### src/logic/lrm_pkg.sv
// constants, field layouts and register map for the lcd row-mapping block
// assumes an apb master on mclk; one 32-bit word per register
// Behaviour
// - icon rows ignore the scroll start row
// - start row shown on first scrolling line
// - largest fixed-area setting fixes 24 rows
// - memory row index wraps after 128
// - tall display only while tall_enable set
// - tall area starts at first_row
// - tall area ends at last_row
// - odd tall span still reaches last_row
// - tall area fixed on screen during scroll
// - reverse bit inverts every displayed pixel
// - partial mode drives 16 rows, top or centre
// - undriven lines held at unselected level
// - duty code 1110 is 1/120, 0001 is 1/16
// - bias code 000 is 1/11, 110 is 1/5
// - boost code 10 six times, 00 two times
// - contrast field adjusts drive voltage finely
package lrm_pkg;
    // ==========================================
    // register map
    localparam logic [7:0] LRM_ADDR_CTRL = 8'h00;
    localparam logic [7:0] LRM_ADDR_SCROLL = 8'h04;
    localparam logic [7:0] LRM_ADDR_TALL = 8'h08;
    localparam logic [7:0] LRM_ADDR_DRIVE = 8'h0C;
    localparam logic [7:0] LRM_ADDR_STATUS = 8'h10;
    // ==========================================
    // field positions
    localparam int LRM_CTRL_TALL_BIT = 0;
    localparam int LRM_CTRL_REV_BIT = 1;
    localparam int LRM_CTRL_PART_BIT = 2;
    localparam int LRM_CTRL_CENTRE_BIT = 3;
    localparam int LRM_SCROLL_FIX_LSB = 8;
    localparam int LRM_TALL_LAST_LSB = 8;
    localparam int LRM_DRIVE_BIAS_LSB = 4;
    localparam int LRM_DRIVE_BOOST_LSB = 8;
    localparam int LRM_DRIVE_CONTRAST_LSB = 12;
    // ==========================================
    // display geometry
    localparam logic [6:0] LRM_ROWS_LAST = 7'h7F;
    localparam logic [6:0] LRM_PART_ROWS = 7'h10;
    localparam logic [6:0] LRM_FIX_STEP = 7'h08;
    localparam logic [6:0] LRM_CENTRE_OFFSET = 7'h34;
    // ==========================================
    // drive decodes
    localparam logic [3:0] LRM_DUTY_120 = 4'hE;
    localparam logic [3:0] LRM_DUTY_16 = 4'h1;
    localparam logic [2:0] LRM_BIAS_11 = 3'h0;
    localparam logic [2:0] LRM_BIAS_5 = 3'h6;
    localparam logic [1:0] LRM_BOOST_6X = 2'h2;
    localparam logic [1:0] LRM_BOOST_2X = 2'h0;
    localparam logic [7:0] LRM_DIV_120 = 8'h78;
    localparam logic [7:0] LRM_DIV_16 = 8'h10;
    localparam logic [3:0] LRM_BIAS_DIV_11 = 4'hB;
    localparam logic [3:0] LRM_BIAS_DIV_5 = 4'h5;
    localparam logic [2:0] LRM_MULT_6 = 3'h6;
    localparam logic [2:0] LRM_MULT_2 = 3'h2;
    // ==========================================
    // reset values
    localparam logic [3:0] LRM_RST_DUTY = 4'hE;
    localparam logic [2:0] LRM_RST_BIAS = 3'h0;
    localparam logic [1:0] LRM_RST_BOOST = 2'h2;

    typedef struct packed {
        logic [6:0] mem_row;
        logic selected;
        logic reverse;
    } lrm_line_t;

    typedef struct packed {
        logic [7:0] duty_div;
        logic [3:0] bias_div;
        logic [2:0] boost_mult;
        logic [5:0] contrast;
    } lrm_drive_t;
endpackage

### src/logic/lrm_row_map.sv
// row mapper: walks common lines, maps each to a memory raster-row
// assumes apb master on mclk; mclk stands in for the display clock
`timescale 1ns/1ps
module lrm_row_map
#(
    parameter int LINE_CYCLES = 4
)
(
    input wire logic mclk,
    input wire logic rst_n,
    input wire logic psel,
    input wire logic penable,
    input wire logic pwrite,
    input wire logic [7:0] paddr,
    input wire logic [31:0] pwdata,
    output logic [31:0] prdata,
    output logic pready,
    output logic pslverr,
    output lrm_pkg::lrm_line_t line_out,
    output logic [6:0] com_index,
    output lrm_pkg::lrm_drive_t drive_out
);
    import lrm_pkg::*;

    // ==========================================
    // registers
    logic tall_enable;
    logic reverse;
    logic partial_on;
    logic centre_shift;
    logic [6:0] scroll_start_row;
    logic [1:0] fixed_area_select;
    logic [6:0] tall_first_row;
    logic [6:0] tall_last_row;
    logic [3:0] duty_select;
    logic [2:0] bias_select;
    logic [1:0] boost_factor;
    logic [5:0] contrast_level;
    logic [6:0] com_line;
    logic [7:0] line_timer;

    logic access;
    assign access = psel && penable;

    always_ff @(posedge mclk)
    begin
        if (!rst_n)
        begin
            tall_enable <= 1'b0;
            reverse <= 1'b0;
            partial_on <= 1'b0;
            centre_shift <= 1'b0;
            scroll_start_row <= '0;
            fixed_area_select <= '0;
            tall_first_row <= '0;
            tall_last_row <= '0;
            duty_select <= LRM_RST_DUTY;
            bias_select <= LRM_RST_BIAS;
            boost_factor <= LRM_RST_BOOST;
            contrast_level <= '0;
        end
        else if (access && pwrite)
        begin
            case (paddr)
                LRM_ADDR_CTRL:
                begin
                    tall_enable <= pwdata[LRM_CTRL_TALL_BIT];
                    reverse <= pwdata[LRM_CTRL_REV_BIT];
                    partial_on <= pwdata[LRM_CTRL_PART_BIT];
                    centre_shift <= pwdata[LRM_CTRL_CENTRE_BIT];
                end
                LRM_ADDR_SCROLL:
                begin
                    scroll_start_row <= pwdata[6:0];
                    fixed_area_select <= pwdata[LRM_SCROLL_FIX_LSB +: 2];
                end
                LRM_ADDR_TALL:
                begin
                    tall_first_row <= pwdata[6:0];
                    tall_last_row <= pwdata[LRM_TALL_LAST_LSB +: 7];
                end
                LRM_ADDR_DRIVE:
                begin
                    duty_select <= pwdata[3:0];
                    bias_select <= pwdata[LRM_DRIVE_BIAS_LSB +: 3];
                    boost_factor <= pwdata[LRM_DRIVE_BOOST_LSB +: 2];
                    contrast_level <= pwdata[LRM_DRIVE_CONTRAST_LSB +: 6];
                end
                default:
                begin
                end
            endcase
        end
    end

    // ==========================================
    // apb answer: zero wait, error on unmapped address
    always_ff @(posedge mclk)
    begin
        if (!rst_n)
        begin
            prdata <= '0;
            pready <= 1'b0;
            pslverr <= 1'b0;
        end
        else
        begin
            pready <= psel && !penable;
            pslverr <= 1'b0;
            prdata <= '0;
            if (psel && !penable)
            begin
                case (paddr)
                    LRM_ADDR_CTRL:
                        prdata <= {28'h0000000, centre_shift, partial_on, reverse, tall_enable};
                    LRM_ADDR_SCROLL:
                        prdata <= {22'h000000, fixed_area_select, 1'b0, scroll_start_row};
                    LRM_ADDR_TALL:
                        prdata <= {17'h00000, tall_last_row, 1'b0, tall_first_row};
                    LRM_ADDR_DRIVE:
                        prdata <= {14'h0000, contrast_level, 2'h0, boost_factor, 1'b0,
                            bias_select, duty_select};
                    LRM_ADDR_STATUS:
                        prdata <= {25'h0000000, com_line};
                    default:
                        pslverr <= 1'b1;
                endcase
            end
        end
    end

    // ==========================================
    // mapping functions
    function automatic logic [6:0] fixed_rows(input logic [1:0] sel);
        fixed_rows = 7'(sel * LRM_FIX_STEP);
    endfunction

    // double-height window in screen coordinates, unaffected by scroll
    function automatic logic in_tall(input logic [6:0] line, input logic [6:0] first,
        input logic [6:0] last);
        in_tall = (line >= first) && (line <= last);
    endfunction

    // ==========================================
    // line scan
    logic [6:0] window_lo;
    logic [6:0] window_hi;
    logic [6:0] fix_rows;
    logic [6:0] screen_row;
    logic [6:0] next_mem_row;
    logic next_selected;
    logic [6:0] tall_offset;

    always_comb
    begin
        fix_rows = fixed_rows(fixed_area_select);
        window_lo = centre_shift ? LRM_CENTRE_OFFSET : 7'h00;
        window_hi = 7'(window_lo + LRM_PART_ROWS - 7'h01);
        next_selected = !partial_on || (com_line >= window_lo && com_line <= window_hi);
        screen_row = com_line;
        if (tall_enable && in_tall(com_line, tall_first_row, tall_last_row))
        begin
            tall_offset = 7'(com_line - tall_first_row);
            screen_row = 7'(tall_first_row + (tall_offset >> 1));
        end
        else
        begin
            tall_offset = '0;
        end
        if (screen_row < fix_rows)
        begin
            next_mem_row = screen_row;
        end
        else
        begin
            // 7-bit sum wraps 128 back to row 0
            next_mem_row = 7'(scroll_start_row + screen_row - fix_rows);
        end
    end

    always_ff @(posedge mclk)
    begin
        if (!rst_n)
        begin
            line_timer <= '0;
            com_line <= '0;
        end
        else if (line_timer == 8'(LINE_CYCLES - 1))
        begin
            line_timer <= '0;
            com_line <= (com_line == LRM_ROWS_LAST) ? 7'h00 : 7'(com_line + 7'h01);
        end
        else
        begin
            line_timer <= 8'(line_timer + 8'h01);
        end
    end

    always_ff @(posedge mclk)
    begin
        if (!rst_n)
        begin
            line_out <= '0;
            com_index <= '0;
        end
        else
        begin
            com_index <= com_line;
            line_out.mem_row <= next_mem_row;
            line_out.selected <= next_selected;
            line_out.reverse <= reverse && next_selected;
        end
    end

    // ==========================================
    // drive decode
    always_ff @(posedge mclk)
    begin
        if (!rst_n)
        begin
            drive_out <= '0;
        end
        else
        begin
            drive_out.duty_div <= (duty_select == LRM_DUTY_16) ? LRM_DIV_16 : LRM_DIV_120;
            drive_out.bias_div <= (bias_select == LRM_BIAS_5) ? LRM_BIAS_DIV_5 : LRM_BIAS_DIV_11;
            drive_out.boost_mult <= (boost_factor == LRM_BOOST_2X) ? LRM_MULT_2 : LRM_MULT_6;
            drive_out.contrast <= contrast_level;
        end
    end

    // ==========================================
    // checks
    // line_out lags com_line by one edge, so every mapping check is |=>
    a_partial_window: assert property (@(posedge mclk) disable iff (!rst_n)
        partial_on && !centre_shift && com_line >= LRM_PART_ROWS |=> !line_out.selected)
        else $error("line outside partial window selected");

    a_partial_centre: assert property (@(posedge mclk) disable iff (!rst_n)
        partial_on && centre_shift && com_line >= LRM_CENTRE_OFFSET
        && com_line < 7'(LRM_CENTRE_OFFSET + LRM_PART_ROWS) |=> line_out.selected)
        else $error("centre window line not selected");

    a_unselected_off: assert property (@(posedge mclk) disable iff (!rst_n)
        partial_on && centre_shift && (com_line < LRM_CENTRE_OFFSET
        || com_line >= 7'(LRM_CENTRE_OFFSET + LRM_PART_ROWS))
        |=> !line_out.selected && !line_out.reverse)
        else $error("line outside centre window driven");

    a_full_select: assert property (@(posedge mclk) disable iff (!rst_n)
        !partial_on |=> line_out.selected)
        else $error("line dropped in normal drive");

    a_fixed_rows: assert property (@(posedge mclk) disable iff (!rst_n)
        !tall_enable && com_line < fix_rows |=> line_out.mem_row == $past(com_line))
        else $error("fixed row moved by scroll");

    a_scroll_first: assert property (@(posedge mclk) disable iff (!rst_n)
        !tall_enable && com_line == fix_rows |=> line_out.mem_row == $past(scroll_start_row))
        else $error("scroll start row misplaced");

    a_row_wrap: assert property (@(posedge mclk) disable iff (!rst_n)
        !tall_enable && fix_rows == 7'h00 && scroll_start_row == LRM_ROWS_LAST
        && com_line == 7'h01 |=> line_out.mem_row == 7'h00)
        else $error("memory row did not wrap");

    a_tall_off: assert property (@(posedge mclk) disable iff (!rst_n)
        !tall_enable && com_line >= fix_rows
        |=> line_out.mem_row == $past(7'(scroll_start_row + com_line - fix_rows)))
        else $error("scroll mapping wrong without tall");

    a_tall_start: assert property (@(posedge mclk) disable iff (!rst_n)
        tall_enable && fix_rows == 7'h00 && com_line == tall_first_row
        && tall_first_row <= tall_last_row
        |=> line_out.mem_row == $past(7'(scroll_start_row + tall_first_row)))
        else $error("tall area start misplaced");

    a_tall_end: assert property (@(posedge mclk) disable iff (!rst_n)
        tall_enable && fix_rows == 7'h00 && com_line == tall_last_row
        && tall_first_row <= tall_last_row
        |=> line_out.mem_row == $past(7'(scroll_start_row + tall_first_row
        + ((tall_last_row - tall_first_row) >> 1))))
        else $error("tall area end misplaced");

    // compares two successive line outputs; skipped where a write just moved a field
    a_tall_double: assert property (@(posedge mclk) disable iff (!rst_n)
        tall_enable && tall_first_row < tall_last_row && com_line == 7'(tall_first_row + 7'h01)
        && line_timer == 8'h00 && !$past(access && pwrite)
        |=> line_out.mem_row == $past(line_out.mem_row))
        else $error("tall row not repeated");

    a_rev_off: assert property (@(posedge mclk) disable iff (!rst_n)
        !reverse |=> !line_out.reverse)
        else $error("reverse without bit");

    a_rev_on: assert property (@(posedge mclk) disable iff (!rst_n)
        reverse && !partial_on |=> line_out.reverse)
        else $error("reverse bit not applied");

    a_duty_decode: assert property (@(posedge mclk) disable iff (!rst_n)
        duty_select == LRM_DUTY_16 |=> drive_out.duty_div == LRM_DIV_16)
        else $error("duty decode wrong");

    a_duty_normal: assert property (@(posedge mclk) disable iff (!rst_n)
        duty_select == LRM_DUTY_120 |=> drive_out.duty_div == LRM_DIV_120)
        else $error("normal duty decode wrong");

    a_bias_decode: assert property (@(posedge mclk) disable iff (!rst_n)
        bias_select == LRM_BIAS_5 |=> drive_out.bias_div == LRM_BIAS_DIV_5)
        else $error("bias decode wrong");

    a_bias_normal: assert property (@(posedge mclk) disable iff (!rst_n)
        bias_select == LRM_BIAS_11 |=> drive_out.bias_div == LRM_BIAS_DIV_11)
        else $error("normal bias decode wrong");

    a_boost_decode: assert property (@(posedge mclk) disable iff (!rst_n)
        boost_factor == LRM_BOOST_6X |=> drive_out.boost_mult == LRM_MULT_6)
        else $error("boost decode wrong");

    a_boost_two: assert property (@(posedge mclk) disable iff (!rst_n)
        boost_factor == LRM_BOOST_2X |=> drive_out.boost_mult == LRM_MULT_2)
        else $error("low boost decode wrong");

    a_contrast_pass: assert property (@(posedge mclk) disable iff (!rst_n)
        1'b1 |=> drive_out.contrast == $past(contrast_level))
        else $error("contrast not passed to drive");

    a_com_follow: assert property (@(posedge mclk) disable iff (!rst_n)
        1'b1 |=> com_index == $past(com_line))
        else $error("common index lags wrongly");

    // zero-wait slave: ready never stretches over two cycles
    a_ready_pulse: assert property (@(posedge mclk) disable iff (!rst_n)
        pready |=> !pready)
        else $error("ready held too long");

    c_partial: cover property (@(posedge mclk) partial_on && centre_shift && line_out.selected);
    c_tall: cover property (@(posedge mclk) tall_enable && in_tall(com_line, tall_first_row,
        tall_last_row));
    c_wrap: cover property (@(posedge mclk) scroll_start_row == LRM_ROWS_LAST);
    c_fixed: cover property (@(posedge mclk) fixed_area_select == 2'h3 && com_line == fix_rows);
endmodule

### config.mk
export PLATFORM = sky130hd
export DESIGN_NAME = lrm_row_map
export DESIGN_NICKNAME = d
export VERILOG_FILES = /design/src/logic/lrm_pkg.sv /design/src/logic/lrm_row_map.sv
export SDC_FILE = /design/constraint.sdc
export NUM_CORES = 1
export LEC_CHECK = 0
export ABC_CLOCK_PERIOD_IN_PS = 6070
export BUFFER_PORTS_ARGS = -buffer_cell sky130_fd_sc_hd__buf_2
export CAP_MARGIN = 20
export CORE_MARGIN = 1
export CORE_UTILIZATION = 55
export CTS_BUF_LIST = sky130_fd_sc_hd__clkbuf_4 sky130_fd_sc_hd__clkbuf_8
export DETAILED_ROUTE_END_ITERATION = 6
export PLACE_DENSITY = 0.91
export REMOVE_ABC_BUFFERS = 1
export SYNTH_ARGS = -nofsm -noshare
export SYNTH_HDL_FRONTEND = slang
export SYNTH_SLANG_ARGS = --single-unit
### constraint.sdc
create_clock -name mclk -period 6.07 [get_ports mclk]
set_input_delay 1.214 -clock mclk [delete_from_list [all_inputs] [get_ports mclk]]
set_output_delay 1.214 -clock mclk [all_outputs]
set_load 0.005 [all_outputs]
==> summary.txt, run 1 <==
Synth
  • Synth top area share: around two fifths
  • Seq cells post-synth: 103
  • Portion of the post-synthesis area used by sequential elements: ~40%
  • Count of synthesis-stage warnings from yosys: 0
  • Netlist area before placement: 5310 um^2
  • Post-synth ARST share: 0%
  • Average cell area after synthesis: 8.52 um^2
  • Largest area contributor in the netlist: sky130_fd_sc_hd__dfxtp_1
  • Cells taking the most area after synthesis: sky130_fd_sc_hd__dfxtp_1 39%, sky130_fd_sc_hd__ha_1 9.2%, sky130_fd_sc_hd__nand2_1 5.7%
  • Number of instances in the synthesized netlist: 623
  • Leading register cell type out of synthesis: sky130_fd_sc_hd__dfxtp_1
  • Synth unique cells: 62
  • Number of enable flip-flop cells after synthesis: 0

Worst setup path
  • Register-to-register setup slack: about 990 ps
  • Worst EP arrival: 5370 ps
  • Worst path most repeated cell: sky130_fd_sc_hd__inv_1
  • Critical Path Start Type: flop
  • CP endpoint kind: flop
  • CP max-delay cell: sky130_fd_sc_hd__dfxtp_1
  • R2R cell count: 19
  • Number of buffer and inverter stages on the critical path: 4
  • Worst flop-to-flop path startpoint: com_line[0]$_SDFFE_PN0P_
  • Number of cells on the critical path: 19
  • Endpoint of the worst-slack reg-to-reg timing path: line_out[8]$_SDFF_PN0_
  • Largest stage delay, worst path: approximately 520 ps
  • Required time reported for the critical path endpoint: 6360 ps
  • Type of the setup path with the least slack: reg -> reg
  • Critical path's top delay family: adder cells
  • Critical Path Fanout Max: 8
  • CP cell instances: inv_1, ha_1, inv_1, fa_1, ha_1, fa_1, a21o_1, a211oi_1, a21oi_1, mux2i_1, fa_1, inv_1, ha_1, inv_1, a21oi_1, or2_2, o311ai_0, xor2_1, and3_2

Die
  • Standard-cell rows: 35
  • Io pins: 116
  • Die width: between 100 and 150 um
  • Die height: 100 um
  • Placeable core area: approximately 9300 um^2
  • Die footprint: around 10000 um^2
  • Initial standard-cell utilization of the core: 57.2%

Clock tree
  • Root buf cell: sky130_fd_sc_hd__clkbuf_8
  • Buffer count from post-CTS setup fixing: 0
  • Clock transition at path regs: 120 ps
  • Bufs on Longest Clock Path: 2
  • Post-cts hold buffer count: 0
  • CTS tree: yes
  • Number of CTS-inserted buffers: 9
  • Gates resized, CTS repair: 0
  • Clock latency on the worst-skew pair: 390 ps
  • Total number of clock tree sinks: between 100 and 150
  • H-tree depth: 3

Final layout
  • Cell area after layout: 5910 um^2
  • Ant. Diodes: 0
  • Area growth from synthesis to final layout: 11.4%
  • Count of non-filler cells in the finished layout: 826
  • Final net count: slightly below 800
  • Layout cell share with drive strength beyond 1: between 10% and 20%

Drt
  • Detail Route met3 WL: 1190 um
  • Highest Signal Layer: met4
  • Drt initial violations: 390
  • Amount of wire on met2 after detailed routing: ~6300 um
  • First-pass iteration count of the detailed router: 5
  • Avg WL per Cell: between 15 and 20 um
  • Routed length on met1: 5060 um
  • Final antenna-violating net count: 0
  • Total Wirelength: 13100 um
  • Via count of the routed design: 4700
  • Post-detailed-route DRC marker count: 0
  • Via-per-instance ratio: approximately 5.7

Timing
  • Setup TNS: 0 ps
  • Clock period minus final worst setup slack: 5080 ps
  • Fmax: 0.197 GHz
  • Setup Skew: around 24 ps
  • Worst Max-Slew Pin Slew: 1120 ps
  • Hold Violations, Final: 0
  • Final count of pins violating max slew: 0
  • Worst hold slack: 467 ps
  • RSZ-0062 raised after global routing: false
  • Setup violations, final: 0
  • Max transition margin: 24.7%
  • Ratio of final minimum period to clock period: 83.7%

Placed design
  • Total cell area at the placement stage: 5690 um^2
  • Port Buffers: 80
  • Detailed placer's ending HPWL: ~9500 um
  • RD Place Congestion: 0.984
  • Cells after DPL: 810

GRT
  • Largest net degree at the start of global routing: 37
  • Initial antenna violation count: 0
  • Overall routing resource usage: 26.5%
  • Number of global-route vias before repair: 4500
  • Total global routing overflow: 0
  • First-pass GRT wire length: ~21000 um

Hold path
  • Worst hold start: tall_last_row[2]$_SDFFE_PN0P_
  • Worst Hold Path Cells: 2
  • Hold Path Sink: tall_last_row[2]$_SDFFE_PN0P_
  • Hold crit path type: reg -> reg

Power
  • Leakage power: approximately 2.6 nW
  • Worst IR drop on VDD: 0.113 mV
  • Power density over cell area: 203 nW/um^2
  • Overall power consumption: roughly 1.2 mW

Outcome
  • Result of the run: finished clean

Run
  • Max-cap check violation count: 0
-- cell type report --
cell class              count  area, um^2
multi-input cells         448        2860
flip-flops and latches    103        2060
fillers                   779        3370
clock buffers               9         124
well taps                 129         161
inverters                  45         169
repair buffers             85         438
clock inverters             7        93.8
-- layer usage --
metal | GRT usage [%] | up-vias
li1 | - | 2222
met1 | 30.7 | 2139
met2 | 45.7 | 278
met3 | 5.29 | 61
met4 | 15.2 | 0
met5 | 0 | -
-- worst reg2reg max path, delay by kind of cell, from the launching register on --
family          cells  cell delay (ps)
compound gates      5             1020
xor+xnor            1              120
fa+ha+maj           6             2030
buf+inv             4              430
flops               1              520
mux                 1              330
simple gates        2              530
-- worst max path at each step --
stage / slack (ps) / start / endpoint
floorplan: 1720 / com_line[0]$_SDFFE_PN0P_ / line_out[8]$_SDFF_PN0_
detailed placement: 1100 / com_line[0]$_SDFFE_PN0P_ / line_out[8]$_SDFF_PN0_
CTS: 1040 / com_line[0]$_SDFFE_PN0P_ / line_out[8]$_SDFF_PN0_
global placement: 1320 / com_line[0]$_SDFFE_PN0P_ / line_out[8]$_SDFF_PN0_
global route: 770 / com_line[0]$_SDFFE_PN0P_ / line_out[8]$_SDFF_PN0_
finish: 990 / com_line[0]$_SDFFE_PN0P_ / line_out[8]$_SDFF_PN0_
-- where the power goes --
group | internal (mW) | total, mW | switching (mW)
clock network | 0.170 | 0.455 | 0.285
logic | 0.0202 | 0.0588 | 0.0386
registers | 0.682 | 0.687 | 0.00511
-- logic make-up after synthesis --
kind of cell               Yosys count  synth area share [%]
AOI/OAI and AO/OA                  111                  13.2
xor gates and xnor gates            18                  2.97
adders and majority gates           43                  10.7
buffers and inverters               91                  8.55
DFF                                103                  38.8
muxes                               27                  5.33
other                                1                0.0706
and+or+nand+nor                    229                  20.3
-- cells in the mapped netlist, drive strengths merged (3+ instances only) --
library cell / instances
nor3: 14
o21bai: 3
and2: 10
and3: 11
a22oi: 8
nand4: 3
buf: 31
nand3: 16
fa: 4
xnor2: 9
dfxtp: 103
mux2: 4
nand3b: 3
a21oi: 45
xor2: 9
nand2: 81
nor4b: 4
nor3b: 3
ha: 39
or2: 3
a211oi: 4
nor2: 63
o21ai: 21
a31oi: 5
a21o: 6
clkbuf: 15
mux2i: 23
nor2b: 5
a222oi: 4
inv: 45
a22o: 3
-- sequential cells by signal, summed over array words and instances, names as in the netlist, 3 cells and up --
register          count
scroll_start_row      7
bias_select           3
duty_select           4
prdata               17
tall_last_row         7
com_index             7
com_line              7
tall_first_row        7
contrast_level        6
line_out              9
line_timer            8
drive_out            11
-- cells in the final DEF, fill, tap and decap left out, types with 5 or more instances in the layout --
master                       n
sky130_fd_sc_hd__o21ai_0    17
sky130_fd_sc_hd__a31oi_1     5
sky130_fd_sc_hd__buf_4       5
sky130_fd_sc_hd__inv_1      45
sky130_fd_sc_hd__nand2_1    81
sky130_fd_sc_hd__nor2b_1     5
sky130_fd_sc_hd__nor2_1     62
sky130_fd_sc_hd__ha_1       39
sky130_fd_sc_hd__nor3_1     14
sky130_fd_sc_hd__a21oi_1    45
sky130_fd_sc_hd__mux2i_1    23
sky130_fd_sc_hd__a22oi_1     8
sky130_fd_sc_hd__xor2_1      9
sky130_fd_sc_hd__a21o_1      6
sky130_fd_sc_hd__xnor2_1     9
sky130_fd_sc_hd__nand3_1    16
sky130_fd_sc_hd__conb_1     20
sky130_fd_sc_hd__and2_1     10
sky130_fd_sc_hd__and3_1     10
sky130_fd_sc_hd__dfxtp_1   103
sky130_fd_sc_hd__buf_2      80
sky130_fd_sc_hd__clkbuf_8    9
-- stage by stage --
stage               worst slack [ps]  utilization, %
floorplan                       1720               -
detailed placement              1100            61.3
global placement                1320            61.3
CTS                             1040            63.7
global route                     772            63.7
finish                           990            63.7
Power figures use the tool's default switching activity.
==> run 2: changes to the inputs <==
--- a/config.mk
+++ b/config.mk
@@ -5,7 +5,8 @@
 export SDC_FILE = /design/constraint.sdc
 export NUM_CORES = 1
 export LEC_CHECK = 0
-export ABC_CLOCK_PERIOD_IN_PS = 6070
+export ABC_AREA = 1
+export ABC_CLOCK_PERIOD_IN_PS = 4760
 export BUFFER_PORTS_ARGS = -buffer_cell sky130_fd_sc_hd__buf_2
 export CAP_MARGIN = 20
 export CORE_MARGIN = 1
==> constraint.sdc (replaced) <==
create_clock -name mclk -period 4.76 [get_ports mclk]
set_input_delay 0.952 -clock mclk [delete_from_list [all_inputs] [get_ports mclk]]
set_output_delay 0.952 -clock mclk [all_outputs]
set_load 0.005 [all_outputs]
==> run 2 against run 1 <==
Combinational power is 40% higher. Highest routed layer unchanged. Hold slack got worse by 29 ps. Utilization is 0.79 points higher. Non-clock buffer count is 4 higher. Synthesized area up 1.3%. Via count rose by 5.0%. Wire length fell by 1.1%. Critical path depth grew 7. Largest power group unchanged. Worst setup slack got worse by 640 ps.
==> summary.txt, run 2 <==
Final layout
  • Most common library cell in the layout ignoring fill and taps: sky130_fd_sc_hd__nand2_1
  • Ant. Diodes: 0 (unchanged)
  • Cell area after layout: 6040 um^2 (+2.2%)
  • Share of the core filled with cells in the final layout: 64.5% (+0.79 points)
  • Biggest register: prdata
  • Number of flip-flops under the largest register name: 17 (unchanged)
  • Final net count: 886 (+14%)
  • Area growth from synthesis to final layout: 12.4%
  • Fillers: 817 (+4.9%)
  • Largest regs: prdata: 17 flops, drive_out: 11 flops, line_out: 9 flops
  • Top library cells by usage in the layout, fill and taps aside: 129 x sky130_fd_sc_hd__nand2_1, 126 x sky130_fd_sc_hd__inv_1, 103 x sky130_fd_sc_hd__dfxtp_1, 80 x sky130_fd_sc_hd__buf_2, 63 x sky130_fd_sc_hd__nor2_1
  • Layout cell share with drive strength beyond 1: 15.2% (-1.3 points)

Synth
  • Count of synthesis-stage warnings from yosys: 0 (unchanged)
  • Netlist area before placement: 5380 um^2 (+1.3%)
  • Synth top area share: 38.4% (-0.49 points)
  • Portion of the post-synthesis area used by sequential elements: 38.4% (-0.49 points)
  • Number of instances in the synthesized netlist: 719 (+15%)
  • Cells taking the most area after synthesis: sky130_fd_sc_hd__dfxtp_1 38%, sky130_fd_sc_hd__ha_1 9.1%, sky130_fd_sc_hd__nand2_1 9.0%
  • Seq cells post-synth: 103 (unchanged)
  • Dominant cell by count in the synthesized netlist: sky130_fd_sc_hd__nand2_1
  • Post-synth ARST share: 0% (unchanged)
  • Ranking of synthesized cells by instance count: 129 x sky130_fd_sc_hd__nand2_1, 126 x sky130_fd_sc_hd__inv_1, 103 x sky130_fd_sc_hd__dfxtp_1, 63 x sky130_fd_sc_hd__nor2_1, 56 x sky130_fd_sc_hd__a21oi_1
  • Number of enable flip-flop cells after synthesis: 0 (unchanged)
  • Leading register cell type out of synthesis: sky130_fd_sc_hd__dfxtp_1
  • Largest area contributor in the netlist: sky130_fd_sc_hd__dfxtp_1
  • Average cell area after synthesis: 7.48 um^2 (-12%)
  • Synth unique cells: 45 (-27%)

Timing
  • Setup violations, final: 0 (unchanged)
  • Setup Skew: 13.1 ps (-10.7 ps)
  • Clock period minus final worst setup slack: 4410 ps (-666 ps)
  • Fmax: 0.227 GHz (+15%)
  • Worst Max-Slew Pin Slew: 912 ps (-210 ps)
  • Final count of pins violating max slew: 0 (unchanged)
  • RSZ-0062 raised after global routing: false
  • Max transition margin: 38.8% (+14 points)
  • Setup TNS: 0 ps (unchanged)
  • Hold Violations, Final: 0 (unchanged)
  • Ratio of final minimum period to clock period: 92.7% (+9.0 points)

Clock tree
  • Number of CTS-inserted buffers: 9 (unchanged)
  • Root buf cell: sky130_fd_sc_hd__clkbuf_8
  • Bufs on Longest Clock Path: 2 (unchanged)
  • CTS tree: yes
  • H-tree depth: 3 (unchanged)
  • Clock transition at path regs: 110 ps (about the same)
  • Total number of clock tree sinks: 103 (unchanged)
  • Buffer count from post-CTS setup fixing: 0 (unchanged)
  • Clock latency on the worst-skew pair: 380 ps (about the same)

Power
  • Leakage power: 3.02 nW (+16%)
  • Worst IR drop on VDD: 0.164 mV (+45%)
  • Combinational cell fraction of total power: 5.2% (+0.3 points)
  • Overall power consumption: 1.59 mW (+32%)
  • Sequential group share of total power: 54.9% (-2.3 points)
  • Internal power: 1.22 mW (+39%)
  • Power density over cell area: 263 nW/um^2 (+30%)
  • Switching component of the power: 376 uW (+14%)
  • Proportion of total power due to net switching: 23.6% (-3.8 points)
  • Power share of the clock group: 39.9% (+2.0 points)

Die
  • Io pins: 116 (unchanged)
  • Die height: 101 um (+0.62%)
  • Initial standard-cell utilization of the core: 57.4% (+0.19 points)
  • Die footprint: 10200 um^2 (+1.3%)
  • Die width: 101 um (+0.62%)
  • Standard-cell rows: 35 (unchanged)
  • Placeable core area: 9370 um^2 (+0.94%)

Worst setup path
  • Critical Path Start Type: flop
  • Critical Path Fanout Max: 6 (-2)
  • Worst EP arrival: 4720 ps (-650 ps)
  • Required time reported for the critical path endpoint: 5070 ps (-1290 ps)
  • Type of the setup path with the least slack: reg -> reg
  • CP endpoint kind: flop
  • Register-to-register setup slack: 350 ps (-640 ps)

Placed design
  • Port Buffers: 80 (unchanged)
  • Detailed placer's ending HPWL: 9520 um (-0.17%)
  • RD Place Congestion: 0.941 (-4.4%)
  • Total cell area at the placement stage: 5810 um^2 (+2.0%)

Drt
  • Final antenna-violating net count: 0 (unchanged)
  • Total Wirelength: 13000 um (-1.1%)
  • Drt initial violations: 419 (+7.4%)
  • Post-detailed-route DRC marker count: 0 (unchanged)
  • Via-per-instance ratio: 5.29 (-7.0%)
  • Avg WL per Cell: 13.9 um (-12%)
  • First-pass iteration count of the detailed router: 6 (+1)
  • Via count of the routed design: 4933 (+5.0%)

GRT
  • Overall routing resource usage: 26.8% (+0.26 points)
  • Number of global-route vias before repair: 4464 (-0.80%)
  • Initial antenna violation count: 0 (unchanged)
  • First-pass GRT wire length: 21100 um (+1.8%)
  • Total global routing overflow: 0 (unchanged)
  • Largest net degree at the start of global routing: 51 (+38%)

Hold path
  • Hold crit path type: reg -> reg

Outcome
  • Result of the run: finished clean

Run
  • Max-cap check violation count: 0 (unchanged)
run 2: cell types whose count changed in the layout (fill, tap and decap cells not counted), moves of 11 or more:
cell and delta:
sky130_fd_sc_hd__inv_1 +81, sky130_fd_sc_hd__nand2_1 +48, sky130_fd_sc_hd__o21ai_0 +27, sky130_fd_sc_hd__mux2i_1 -23
sky130_fd_sc_hd__a21oi_1 +11
run 2: cell type report:
class | instances | area [um^2] | share of cell area (%)
multi-input cells | 466 | 2630 | 43.6
clock inverters | 6 | 95.1 | 1.57
flip-flops and latches | 103 | 2060 | 34.1
clock buffers | 10 | 138 | 2.28
repair buffers | 89 | 468 | 7.74
inverters | 129 | 484 | 8.01
well taps | 129 | 161 | 2.67
run 2: cells by family after synthesis:
logic type / after synthesis / synth area share [%]
flops: 103 / 38.4
fa+ha+maj: 43 / 10.6
simple gates: 252 / 20.5
buf+inv: 169 / 14.0
compound gates: 136 / 14.1
other cells: 1 / 0.0697
xor+xnor: 15 / 2.44
run 2: worst paths after layout:
| path | startpoint | endpoint | cells after the start |
|---|---|---|---|
| max | com_line[0]$_SDFFE_PN0P_ | line_out[8]$_SDFF_PN0_ | 26 |
| min | contrast_level[3]$_SDFFE_PN0P_ | drive_out[3]$_SDFF_PN0_ | 2 |
| max reg2reg | com_line[0]$_SDFFE_PN0P_ | line_out[8]$_SDFF_PN0_ | 26 |
| min reg2reg | contrast_level[3]$_SDFFE_PN0P_ | drive_out[3]$_SDFF_PN0_ | 2 |
run 2: timing repair:
item	CTS	global route
endpoints found under the setup margin	0	1
hold buffers	0	0
resized for setup	0	1
run 2: worst max-delay path, stage by stage, from the launching register on:
cell and delay [ps]:
sky130_fd_sc_hd__dfxtp_1 380, sky130_fd_sc_hd__inv_1 110, sky130_fd_sc_hd__ha_1 150, sky130_fd_sc_hd__inv_1 70, sky130_fd_sc_hd__fa_1 410, sky130_fd_sc_hd__xor2_1 320, sky130_fd_sc_hd__ha_1 300, sky130_fd_sc_hd__nand2_1 60
sky130_fd_sc_hd__inv_1 50, sky130_fd_sc_hd__nand2_1 80, sky130_fd_sc_hd__nand3_1 70, sky130_fd_sc_hd__nand2_1 60, sky130_fd_sc_hd__nand4_1 120, sky130_fd_sc_hd__nand2_1 140, sky130_fd_sc_hd__inv_1 80, sky130_fd_sc_hd__fa_1 480
sky130_fd_sc_hd__inv_1 40, sky130_fd_sc_hd__ha_1 340, sky130_fd_sc_hd__nand2_1 60, sky130_fd_sc_hd__o21ai_0 250, sky130_fd_sc_hd__nand2_1 80, sky130_fd_sc_hd__nand2_1 70, sky130_fd_sc_hd__a21oi_1 70, sky130_fd_sc_hd__or2_2 290
sky130_fd_sc_hd__nand2_1 60, sky130_fd_sc_hd__nand3_1 60, sky130_fd_sc_hd__a21oi_1 140
run 2: routing by layer:
metal	GRT usage, %	share of wire, %
met1	34.1	43
met2	42.5	45
met3	6.73	8.2
met4	12.9	3.6
met5	0	0
run 2: power by group through the flow:
stage	Sequential (mW)	Clock [mW]	Combinational, mW
after floorplan	0.894	0	0.0373
after CTS	0.874	0.642	0.0813
after global routing	0.875	0.676	0.0907
final	0.873	0.635	0.0823
after global placement	0.893	0	0.0779
after detailed placement	0.894	0	0.0802
run 2: through the flow:
stage / std cells / hold slack [ps] / setup WS (ps)
after floorplan: 698 / 407 / 789
after global placement: 916 / 415 / 524
after detailed placement: 916 / 420 / 371
after CTS: 932 / 435 / 329
after global routing: 932 / 454 / 40.1
final: 932 / 438 / 346
==> run 3: changes to the inputs <==
--- a/config.mk
+++ b/config.mk
@@ -6,7 +6,7 @@
 export NUM_CORES = 1
 export LEC_CHECK = 0
 export ABC_AREA = 1
-export ABC_CLOCK_PERIOD_IN_PS = 4760
+export ABC_CLOCK_PERIOD_IN_PS = 5300
 export BUFFER_PORTS_ARGS = -buffer_cell sky130_fd_sc_hd__buf_2
 export CAP_MARGIN = 20
 export CORE_MARGIN = 1
==> constraint.sdc (replaced) <==
create_clock -name mclk -period 5.3 [get_ports mclk]
set_input_delay 1.06 -clock mclk [delete_from_list [all_inputs] [get_ports mclk]]
set_output_delay 1.06 -clock mclk [all_outputs]
set_load 0.005 [all_outputs]
==> run 3 against run 2 <==
The flow now finishes with violations (DRC). Clock skew is essentially flat. Sequential share of layout area grew 0.36 points. Clock power shrank 24%. Hold slack lost 5.3 ps. Utilization shrank 0.68 points. Combinational power shrank 13%. Design area shrank 1.1%. Wire length shrank 2.7%.
==> summary.txt, run 3 (synthesis gave the netlist of run 2 again) <==
Timing
  • Final worst-path setup slack: 792 ps (+446 ps)
  • Final count of pins violating max slew: 0 (unchanged)
  • Setup Skew: 13.4 ps (+0.260 ps)
  • Hold Violations, Final: 0 (unchanged)
  • RSZ-0062 raised after global routing: false
  • Setup violations, final: 0 (unchanged)
  • Fmax: 0.222 GHz (-2.1%)
  • Max transition margin: 32.4% (-6.3 points)
  • Clock period minus final worst setup slack: 4510 ps (+94.1 ps)
  • Ratio of final minimum period to clock period: 85.1% (-7.7 points)
  • Worst Max-Slew Pin Slew: 1010 ps (+94.2 ps)
  • Setup TNS: 0 ps (unchanged)

GRT
  • Largest net degree at the start of global routing: 51 (unchanged)
  • Initial antenna violation count: 0 (unchanged)
  • Total global routing overflow: 0 (unchanged)
  • Overall routing resource usage: 26.1% (-0.73 points)
  • First-pass GRT wire length: 20500 um (-2.5%)
  • Number of global-route vias before repair: 4359 (-2.4%)

Final layout
  • Fillers: 849 (+3.9%)
  • Layout cell share with drive strength beyond 1: 14.8% (-0.42 points)
  • Cell area after layout: 5980 um^2 (-1.1%)
  • Most common library cell in the layout ignoring fill and taps: sky130_fd_sc_hd__nand2_1
  • Top library cells by usage in the layout, fill and taps aside: 129 x sky130_fd_sc_hd__nand2_1, 126 x sky130_fd_sc_hd__inv_1, 103 x sky130_fd_sc_hd__dfxtp_1, 80 x sky130_fd_sc_hd__buf_2, 63 x sky130_fd_sc_hd__nor2_1
  • Share of the core filled with cells in the final layout: 63.8% (-0.68 points)
  • Number of flip-flops under the largest register name: 17 (unchanged)
  • Biggest register: prdata
  • Ant. Diodes: 0 (unchanged)
  • Count of non-filler cells in the finished layout: 928 (-0.43%)
  • Largest regs: prdata: 17 flops, drive_out: 11 flops, line_out: 9 flops
  • Area growth from synthesis to final layout: 11.2%
  • Final net count: 883 (-0.34%)

Power
  • Power density over cell area: 224 nW/um^2 (-15%)
  • Worst IR drop on VDD: 0.140 mV (-15%)
  • Leakage power: 2.98 nW (-1.2%)

Worst setup path
  • Critical Path Fanout Max: 6 (unchanged)
  • Worst EP arrival: 4800 ps (+80 ps)
  • CP endpoint kind: flop
  • Required time reported for the critical path endpoint: 5590 ps (+520 ps)
  • Type of the setup path with the least slack: reg -> reg
  • Critical Path Start Type: flop

Drt
  • Via-per-instance ratio: 5.20 (-1.7%)
  • Total Wirelength: 12600 um (-2.7%)
  • Drt initial violations: 419 (unchanged)
  • Post-detailed-route DRC marker count: 3 (+3)
  • First-pass iteration count of the detailed router: 7 (+1)
  • Final antenna-violating net count: 0 (unchanged)
  • Via count of the routed design: 4826 (-2.2%)
  • Avg WL per Cell: 13.6 um (-2.3%)

Placed design
  • RD Place Congestion: 0.944 (+0.38%)
  • Port Buffers: 80 (unchanged)
  • Total cell area at the placement stage: 5790 um^2 (-0.39%)
  • Pre-CTS worst setup slack: 856 ps (+485 ps)
  • Detailed placer's ending HPWL: 9340 um (-1.9%)
  • Cells after DPL: 913 (-0.33%)

Clock tree
  • Root buf cell: sky130_fd_sc_hd__clkbuf_8
  • Gates resized, CTS repair: 0 (unchanged)
  • H-tree depth: 3 (unchanged)
  • Buffer count from post-CTS setup fixing: 0 (unchanged)
  • Number of CTS-inserted buffers: 9 (unchanged)
  • CTS tree: yes
  • Clock transition at path regs: 100 ps (about the same)
  • Post-cts hold buffer count: 0 (unchanged)
  • Bufs on Longest Clock Path: 2 (unchanged)
  • Total number of clock tree sinks: 103 (unchanged)
  • Clock latency on the worst-skew pair: 370 ps (about the same)

Die
  • Die height: 101 um (unchanged)
  • Standard-cell rows: 35 (unchanged)
  • Io pins: 116 (unchanged)
  • Placeable core area: 9370 um^2 (unchanged)
  • Initial standard-cell utilization of the core: 57.4% (unchanged)
  • Die footprint: 10200 um^2 (unchanged)
  • Die width: 101 um (unchanged)

Hold path
  • Hold crit path type: reg -> reg

Outcome
  • Result of the run: finished with violations
  • Violations in the final reports: DRC

Run
  • Max-cap check violation count: 0 (unchanged)
-- run 3: layout make-up --
| type | count | area (um^2) | share of cell area, % |
|---|---|---|---|
| Clock buffer | 10 | 131 | 2.20 |
| Clock inverter | 5 | 60.1 | 1.00 |
| Inverter | 129 | 484 | 8.10 |
| Multi-Input combinational cell | 466 | 2630 | 44.1 |
| Sequential cell | 103 | 2060 | 34.5 |
| Tap cell | 129 | 161 | 2.70 |
| Timing Repair Buffer | 86 | 445 | 7.45 |
-- run 3: path summary, 6_finish.rpt --
kind,slack (ps),cells past startpoint,to,from
setup reg to reg,790,26,line_out[8]$_SDFF_PN0_,com_line[0]$_SDFFE_PN0P_
hold / removal,430,2,drive_out[4]$_SDFF_PN0_,contrast_level[4]$_SDFFE_PN0P_
setup / recovery,790,26,line_out[8]$_SDFF_PN0_,com_line[0]$_SDFFE_PN0P_
hold reg to reg,430,2,drive_out[4]$_SDFF_PN0_,contrast_level[4]$_SDFFE_PN0P_
-- run 3: layer usage --
metal	global-route usage [%]	routed length, um
met1	33.6	5350
met2	43.9	5910
met3	4.92	1080
met4	8.58	300
met5	0	0
-- run 3: worst max-delay path, stage by stage (launching register included) --
cell and delay [ps]:
sky130_fd_sc_hd__dfxtp_1 370, sky130_fd_sc_hd__inv_1 210, sky130_fd_sc_hd__ha_1 190, sky130_fd_sc_hd__inv_1 60
sky130_fd_sc_hd__fa_1 390, sky130_fd_sc_hd__xor2_1 290, sky130_fd_sc_hd__ha_1 290, sky130_fd_sc_hd__nand2_1 70
sky130_fd_sc_hd__inv_1 50, sky130_fd_sc_hd__nand2_1 70, sky130_fd_sc_hd__nand3_1 70, sky130_fd_sc_hd__nand2_1 70
sky130_fd_sc_hd__nand4_1 120, sky130_fd_sc_hd__nand2_1 120, sky130_fd_sc_hd__inv_1 60, sky130_fd_sc_hd__fa_1 490
sky130_fd_sc_hd__inv_1 40, sky130_fd_sc_hd__ha_1 340, sky130_fd_sc_hd__nand2_1 70, sky130_fd_sc_hd__o21ai_0 260
sky130_fd_sc_hd__nand2_1 90, sky130_fd_sc_hd__nand2_1 70, sky130_fd_sc_hd__a21oi_1 70, sky130_fd_sc_hd__or2_2 290
sky130_fd_sc_hd__nand2_1 60, sky130_fd_sc_hd__nand3_1 60, sky130_fd_sc_hd__a21oi_1 140
-- run 3: report_power, final --
part | total (mW) | internal, mW | switching (mW)
clock | 0.481 | 0.222 | 0.259
combinational | 0.0716 | 0.0241 | 0.0475
sequential | 0.784 | 0.780 | 0.00371
total | 1.34 | 1.03 | 0.310
-- run 3: metrics by stage --
| stage | power, mW | hold slack (ps) |
|---|---|---|
| final | 1.34 | 432 |
| after global routing | 1.39 | 449 |
| after CTS | 1.34 | 438 |
| after detailed placement | 0.873 | 423 |
| after global placement | 0.871 | 416 |
| after floorplan | 0.837 | 407 |
